<file path="config.mk">
export PLATFORM = sky130hd
export DESIGN_NAME = cstdpm_ctrl
export DESIGN_NICKNAME = d
export VERILOG_FILES = /design/src/rtl/cstdpm_pkg.sv /design/src/rtl/cstdpm_tick.sv /design/src/rtl/cstdpm_ctrl.sv
export VERILOG_INCLUDE_DIRS = /design/src /design/src/rtl
export SDC_FILE = /design/constraint.sdc
export NUM_CORES = 1
export LEC_CHECK = 0
export BUFFER_PORTS_ARGS = -buffer_cell sky130_fd_sc_hd__buf_2
export CAP_MARGIN = 30
export CORE_MARGIN = 1.5
export CORE_UTILIZATION = 58
export DETAILED_ROUTE_END_ITERATION = 10
export GPL_ROUTABILITY_DRIVEN = 0
export PLACE_DENSITY = 0.87
export RECOVER_POWER = 50
export SLEW_MARGIN = 20
export SYNTH_ARGS = -nofsm -noshare
export SYNTH_HDL_FRONTEND = slang
export SYNTH_HIERARCHICAL = 1
export SYNTH_SLANG_ARGS = --single-unit
export TNS_END_PERCENT = 1
</file>
<file path="constraint.sdc">
create_clock -name sys_clk -period 4.05 [get_ports sys_clk]
set_clock_uncertainty 0.15 [all_clocks]
set_input_delay 0.2025 -clock sys_clk [delete_from_list [all_inputs] [get_ports sys_clk]]
set_output_delay 0.2025 -clock sys_clk [all_outputs]
set_load 0.01 [all_outputs]
</file>
<file path="src/rtl/cstdpm_defs.svh">
// Constants for the charge safety timer and input power management control block.
// Assumes a 10 MHz system clock and a byte-wide register write strobe from the I2C front end.
`ifndef CSTDPM_DEFS_SVH
`define CSTDPM_DEFS_SVH
`define CSTDPM_REG_RESET      8'h42
`define CSTDPM_DPM_DIS_BIT    7
`define CSTDPM_DPM_CODE_HI    6
`define CSTDPM_DPM_CODE_LO    4
`define CSTDPM_HALF_RATE_BIT  3
`define CSTDPM_LIMIT_HI       2
`define CSTDPM_LIMIT_LO       1
`define CSTDPM_RSVD_BIT       0
`define CSTDPM_DPM_BASE_MV    13'h1068
`define CSTDPM_DPM_STEP_MV    13'h0064
`define CSTDPM_CLK_HZ         10000000
`define CSTDPM_TICK_HZ        1
`define CSTDPM_TICK_DIV       (`CSTDPM_CLK_HZ / `CSTDPM_TICK_HZ)
`define CSTDPM_LIM_30M_MIN    30
`define CSTDPM_LIM_3H_MIN     180
`define CSTDPM_LIM_9H_MIN     540
`define CSTDPM_SEC_PER_MIN    60
`define CSTDPM_SEL_30M        2'h0
`define CSTDPM_SEL_3H         2'h1
`define CSTDPM_SEL_9H         2'h2
`define CSTDPM_SEL_OFF        2'h3
`endif

</file>
<file path="src/rtl/cstdpm_pkg.sv">
// Types for the charge safety timer and input power management control block.
// Assumes the defines header is compiled with it.
package cstdpm_pkg;
  typedef enum logic [3:0]
  {
    CSTDPM_CTRL_IDLE = 4'h1,
    CSTDPM_CTRL_CC   = 4'h2,
    CSTDPM_CTRL_CV   = 4'h4,
    CSTDPM_CTRL_OTHER = 4'h8
  } cstdpm_ctrl_type;
  typedef enum logic [2:0]
  {
    CSTDPM_TMR_IDLE    = 3'h1,
    CSTDPM_TMR_RUN     = 3'h2,
    CSTDPM_TMR_EXPIRED = 3'h4
  } cstdpm_tmr_type;
endpackage

</file>
<file path="src/rtl/cstdpm_tick.sv">
// Divider producing a one-cycle tick per second, halved in rate when asked.
// Assumes one sys_clk domain.
`timescale 1ns/1ps
`include "cstdpm_defs.svh"
module cstdpm_tick
(
  input  wire logic sys_clk,   // System clock
  input  wire logic rst_n,     // Synchronous reset, active low
  input  wire logic clear,     // Restart the divider
  input  wire logic half_rate, // Emit every second tick only
  output logic      tick       // One-cycle seconds pulse
);
  localparam logic [23:0] DIV_LAST = 24'(`CSTDPM_TICK_DIV - 1);
  logic [23:0] div_q;
  logic        skip_q;
  logic        wrap;
  assign wrap = (div_q == DIV_LAST);
  always_ff @(posedge sys_clk)
  begin
    if (!rst_n || clear)
      div_q <= 24'h000000;
    else if (wrap)
      div_q <= 24'h000000;
    else
      div_q <= div_q + 24'h000001;
  end
  // Half rate drops every other wrap so the count runs at half speed.
  always_ff @(posedge sys_clk)
  begin
    if (!rst_n || clear)
      skip_q <= 1'b0;
    else if (wrap)
      skip_q <= half_rate ? ~skip_q : 1'b0;
  end
  assign tick = wrap && !(half_rate && skip_q);
endmodule

</file>
<file path="src/rtl/cstdpm_ctrl.sv">
// Control register for input power management and the fast-charge safety timer.
// Assumes the I2C front end gives a one-cycle write strobe with byte data, and that
// the charger core reports its control state and charge-cycle start on sys_clk.
//
// Contract
// - Power management is active while the top bit is zero, off when one.
// - Half-rate bit slows the timer by two outside CC and CV only.
// - Limit field: 00 thirty minutes, 01 three hours, 10 nine hours, 11 off.
// - Register defaults apply from reset until the host writes new values.
`timescale 1ns/1ps
`include "cstdpm_defs.svh"
module cstdpm_ctrl
  import cstdpm_pkg::*;
(
  input  wire logic                  sys_clk,            // System clock, 10 MHz
  input  wire logic                  rst_n,              // Synchronous reset, active low
  input  wire logic                  reg_wr,             // Register write strobe
  input  wire logic [7:0]            reg_wdata,          // Register write data
  output logic      [7:0]            reg_rdata,          // Register read data
  input  wire logic                  charge_start,       // Pulse at start of a charge cycle
  input  wire logic                  fast_charge_req,    // Core wants to fast charge
  input  wire cstdpm_pkg::cstdpm_ctrl_type ctrl_state,   // Charger control state
  output logic                       input_dpm_enable,   // Input power management active
  output logic      [12:0]           input_voltage_regulation, // Threshold in mV
  output logic                       fast_charge_allow,  // Fast charge permitted
  output logic                       safety_timer_fault, // Timer has expired
  output logic                       timer_slowed        // Timer runs at half rate
);
  import cstdpm_pkg::*;

  logic [7:0]     ctrl_q;
  cstdpm_tmr_type tmr_q;
  logic [15:0]    secs_q;
  logic           tick;
  logic           restart;
  logic [1:0]     limit_sel;
  logic [2:0]     dpm_code;
  logic [15:0]    limit_secs;
  logic           half_rate_en;

  function automatic logic [15:0] limit_to_secs(input logic [1:0] sel);
    case (sel)
      `CSTDPM_SEL_30M: limit_to_secs = 16'(`CSTDPM_LIM_30M_MIN * `CSTDPM_SEC_PER_MIN);
      `CSTDPM_SEL_3H:  limit_to_secs = 16'(`CSTDPM_LIM_3H_MIN * `CSTDPM_SEC_PER_MIN);
      `CSTDPM_SEL_9H:  limit_to_secs = 16'(`CSTDPM_LIM_9H_MIN * `CSTDPM_SEC_PER_MIN);
      default:         limit_to_secs = 16'hFFFF;
    endcase
  endfunction

  // The reserved bit is stored as written but never read back, so it reads zero.
  always_ff @(posedge sys_clk)
  begin
    if (!rst_n)
      ctrl_q <= `CSTDPM_REG_RESET;
    else if (reg_wr)
      ctrl_q <= reg_wdata;
  end
  // Read data is taken straight from the stored byte, so a write shows on the very next cycle.
  assign reg_rdata = {ctrl_q[`CSTDPM_DPM_DIS_BIT:`CSTDPM_LIMIT_LO], 1'b0};

  assign limit_sel    = ctrl_q[`CSTDPM_LIMIT_HI:`CSTDPM_LIMIT_LO];
  assign dpm_code     = ctrl_q[`CSTDPM_DPM_CODE_HI:`CSTDPM_DPM_CODE_LO];
  assign half_rate_en = ctrl_q[`CSTDPM_HALF_RATE_BIT];
  assign limit_secs   = limit_to_secs(limit_sel);

  assign input_dpm_enable = !ctrl_q[`CSTDPM_DPM_DIS_BIT];
  assign input_voltage_regulation = `CSTDPM_DPM_BASE_MV + 13'(dpm_code) * `CSTDPM_DPM_STEP_MV;

  // Slowing applies only when enabled and the core is outside CC and CV.
  assign timer_slowed = half_rate_en && (ctrl_state != CSTDPM_CTRL_CC)
                        && (ctrl_state != CSTDPM_CTRL_CV);

  // Any register write restarts timing; a new charge cycle does too.
  assign restart = reg_wr || charge_start;

  cstdpm_tick u_tick
  (
    .sys_clk   (sys_clk),
    .rst_n     (rst_n),
    .clear     (restart),
    .half_rate (timer_slowed),
    .tick      (tick)
  );

  // The expired state is only left through reset or restart, so a fault cannot clear itself.
  // Restart and expiry in one cycle resolve to idle, which favours the host's intent.
  always_ff @(posedge sys_clk)
  begin
    if (!rst_n || restart)
    begin
      tmr_q <= CSTDPM_TMR_IDLE;
    end
    else
    begin
      case (tmr_q)
        CSTDPM_TMR_IDLE:
        begin
          if (fast_charge_req && limit_sel != `CSTDPM_SEL_OFF)
            tmr_q <= CSTDPM_TMR_RUN;
        end
        CSTDPM_TMR_RUN:
        begin
          if (limit_sel == `CSTDPM_SEL_OFF)
            tmr_q <= CSTDPM_TMR_IDLE;
          else if (tick && secs_q + 16'h0001 >= limit_secs)
            tmr_q <= CSTDPM_TMR_EXPIRED;
        end
        CSTDPM_TMR_EXPIRED:
        begin
          tmr_q <= CSTDPM_TMR_EXPIRED;
        end
        default:
        begin
          tmr_q <= CSTDPM_TMR_IDLE;
        end
      endcase
    end
  end

  // Seconds count only while running; the limit compare sits in the state machine.
  // A sixteen-bit count covers the longest limit with room to spare.
  always_ff @(posedge sys_clk)
  begin
    if (!rst_n || restart)
    begin
      secs_q <= 16'h0000;
    end
    else if (tmr_q == CSTDPM_TMR_RUN && tick)
    begin
      secs_q <= secs_q + 16'h0001;
    end
  end

  assign safety_timer_fault = (tmr_q == CSTDPM_TMR_EXPIRED);
  assign fast_charge_allow  = fast_charge_req && (tmr_q != CSTDPM_TMR_EXPIRED);
endmodule

</file>
==> out/metrics.cfg <==
[setup_path]
worstPathCellList = nand3_1 > or4_1 > a211oi_1 > nand3b_1 > or3_2 > a21oi_1
cp_slowest_stage_delay_ns = 0.69
cp.required_ns = 4.13
cpLargestDelayFamily = simple AND/OR/NAND/NOR gates
crit_path_end_kind = flip-flop
r2r-end = secs_q[4]
critPathMaxFanout = 15
slowest_stage = or4_1
cp_data_arrival_time_ns = 3.31
worst_setup_path_start_kind = flip-flop
rrSetupSlack_ns = 0.82
r2r_start = u_tick/div_q[2]
worst-r2r-cell-count = 6
critPathKind = flip-flop to flip-flop
path_buf_inv = 0

[die]
die_height_um = 76.9
core_area_mm2 = 0.00517
initial_core_util_pct = 61.2
fp-row-count = 26
ios = 42
die_w_um = 76.9
die_area_mm2 = 0.00591

[sta]
drv_slew = 24
whs_ns = -0.00346
tns_ns = 0
timing.fmax_mhz = 310
post-route-period-util_pct = 79.7
period_minus_slack_ns = 3.23
rsz0062_at_grt = no
setup_ws_ns = 0.822
setup_viol = 0
hold_violations = 1
worstMarginPinSlew_ns = 1.63
slew_headroom_pct = -8.60

[yosys]
synth_flop_cell = dfxtp_1
synthXorXnorAreaFrac_pct = 11.3
synthTopCellsByArea = dfxtp_1 32%, ha_1 11%, xnor2_1 7.7%
synth_edf_count = 0
yosysWarnings = 6
yosysSeqAreaShare_pct = 32.2
synth_top_area_share_pct = 32.2
synthMuxAreaShare_pct = 1.90
ys_types = 52
syn_avg_cell_area_um2 = 8.44
synthAdderAreaFrac_pct = 11.1
synth_area_mm2 = 0.00317
synth_compound_area_share_pct = 12.0
synth_top_cell_by_area = dfxtp_1
synthTopCellsByCount = 51 x dfxtp_1, 37 x nor2_1, 28 x ha_1, 28 x nand2_1, 28 x xnor2_1
ys_seq_elements = 51
async_reset_ff_share_pct = 0
netlist_instances = 375
synth.most_common_cell = dfxtp_1
synth_simple_gate_area_share_pct = 26.0
synth_top_family_by_area = simple AND/OR/NAND/NOR gates

[power_and_ir_drop]
ir_drop_v = 0.000237
power_density_mw_per_mm2 = 266
static-leakage-power_nw = 1.22

[flow_run]
cap_viol_max_count = 1

[clock_tree]
clk_pin_slew_worst_paths_ns = 0.09
clockBufferDepth = 2
cts_made_buffers = 5
htree_levels = 2
cts_tree = built
clk_latency_ns = 0.31
clock_sinks = 51
cts_root_buf = clkbuf_8

[detailed_routing]
drt_iter0_drc = 96
wl_um = 6150
route.detailed.drc = 0
vias_per_cell = 5.69
drtAntennaViolNets = 0
vias = 2716
first_pass_iters = 4
wl_per_cell_um = 12.9

[placement]
place_ws_ns = 0.863
place_inst = 466
hpwlAfterDp_um = 4510
io_buffers = 35

[outcome]
violations = hold timing, capacitance limit, slew limit
status = finished, violations left

[cells_and_area]
antenna_cells = 0
area_growth_pct = 8.49
drive_above_1_share_pct = 8.60
fin_util_pct = 66.4
final_cells = 477
final_nets = 451

[global_routing]
antenna_found_initial = 0
grt_overflow = 0
grt_pass1_wl_um = 11000
grtUsageTotal_pct = 22.5
grt_pass1_vias = 2580
grt_max_degree = 24

[hold_path]
hp-class = primary input to flip-flop
min_path_cells = 3
whs_endpoint = ctrl_q[4]
worstHoldStart = reg_wdata[4]

-- final cells by class --
class / count / area [µm²]
fillers: 430 / 1740
repair buffers: 39 / 189
flip-flops and latches: 51 / 1020
multi-input cells: 293 / 1990
clock buffers: 6 / 72.6
clock inverters: 2 / 17.5
well taps: 70 / 87.6
inverters: 16 / 60.1
-- worst max path at each step --
stage | from | to | slack [ns] | depth (start not counted)
finish | u_tick/div_q[2] | secs_q[4] | 0.82 | 6
detailed placement | u_tick/div_q[0] | secs_q[4] | 0.86 | 7
global route | u_tick/div_q[0] | secs_q[4] | 0.54 | 7
floorplan | secs_q[0] | tmr_q[1] | 1.13 | 11
CTS | u_tick/div_q[0] | secs_q[4] | 0.80 | 7
global placement | u_tick/div_q[2] | secs_q[4] | 0.90 | 6
-- stage by stage --
step	total power, mW	hold slack (ns)	cell area (µm²)
final	0.915	-0.00346	3440
after CTS	0.927	0.00226	3460
after global placement	0.626	0.271	3340
after global routing	0.954	0.0177	3440
after detailed placement	0.631	0.271	3340
after floorplan	0.598	0.114	3180
-- metal layers --
metal  vias up  GRT usage [%]  share of wire (%)
met5         -              0                  0
met3         8           4.29                4.0
met4         0           8.52                1.5
li1       1377              -                  -
met1      1278           26.8                 45
met2        53           39.8                 49
-- cell usage in the layout, fill, tap and decap left out, types with 5 or more instances in the layout --
| master | count |
|---|---|
| nand2_1 | 28 |
| o21ai_0 | 16 |
| nand4_1 | 6 |
| or4_1 | 7 |
| nor4_1 | 5 |
| xor2_1 | 13 |
| buf_2 | 16 |
| conb_1 | 5 |
| nor2_1 | 37 |
| nand2b_1 | 5 |
| clkbuf_8 | 5 |
| xnor2_1 | 28 |
| nand3_1 | 15 |
| nor3_1 | 10 |
| a21oi_1 | 22 |
| dfxtp_1 | 51 |
| mux2i_1 | 6 |
| ha_1 | 28 |
| clkbuf_1 | 20 |
| or3_1 | 11 |
| nor2b_1 | 7 |
| inv_1 | 16 |
-- cell families (layout without fill, tap and decap cells) --
logic type / after synthesis / count (layout)
and+or+nand+nor: 152 / 152
AOI/OAI and AO/OA: 61 / 61
DFF: 51 / 51
xor gates and xnor gates: 41 / 41
buffers and inverters: 34 / 63
adders and majority gates: 28 / 28
muxes: 6 / 6
other: 2 / 5
-- what timing repair did --
action / in CTS / in global routing
hold buffers: 3 / 0
hold endpoints to repair: 2 / 0
gates resized for setup: 0 / 0
endpoints found under the setup margin: 0 / 0
setup buffers: 0 / 0
-- tightest hold or removal path: cells and delay by family --
kind | cells | cell delay [ns]
and+or+nand+nor | 1 | 0.09
buffers and inverters | 1 | 0.07
muxes | 1 | 0.05
-- power breakdown --
| part | leakage, nW | internal (mW) | switching [mW] | total [mW] |
|---|---|---|---|---|
| clock | 0.0454 | 0.124 | 0.173 | 0.297 |
| combinational | 0.759 | 0.0442 | 0.0606 | 0.105 |
| sequential | 0.412 | 0.506 | 0.00663 | 0.513 |
| total | 1.22 | 0.675 | 0.240 | 0.915 |
-- state kept, by name, summed over array words and instances (netlist names) --
name and count:
ctrl_q 7, secs_q 16, tmr_q 3, u_tick/div_q 24
u_tick/skip_q 1
(Power assumes the default switching activity.)
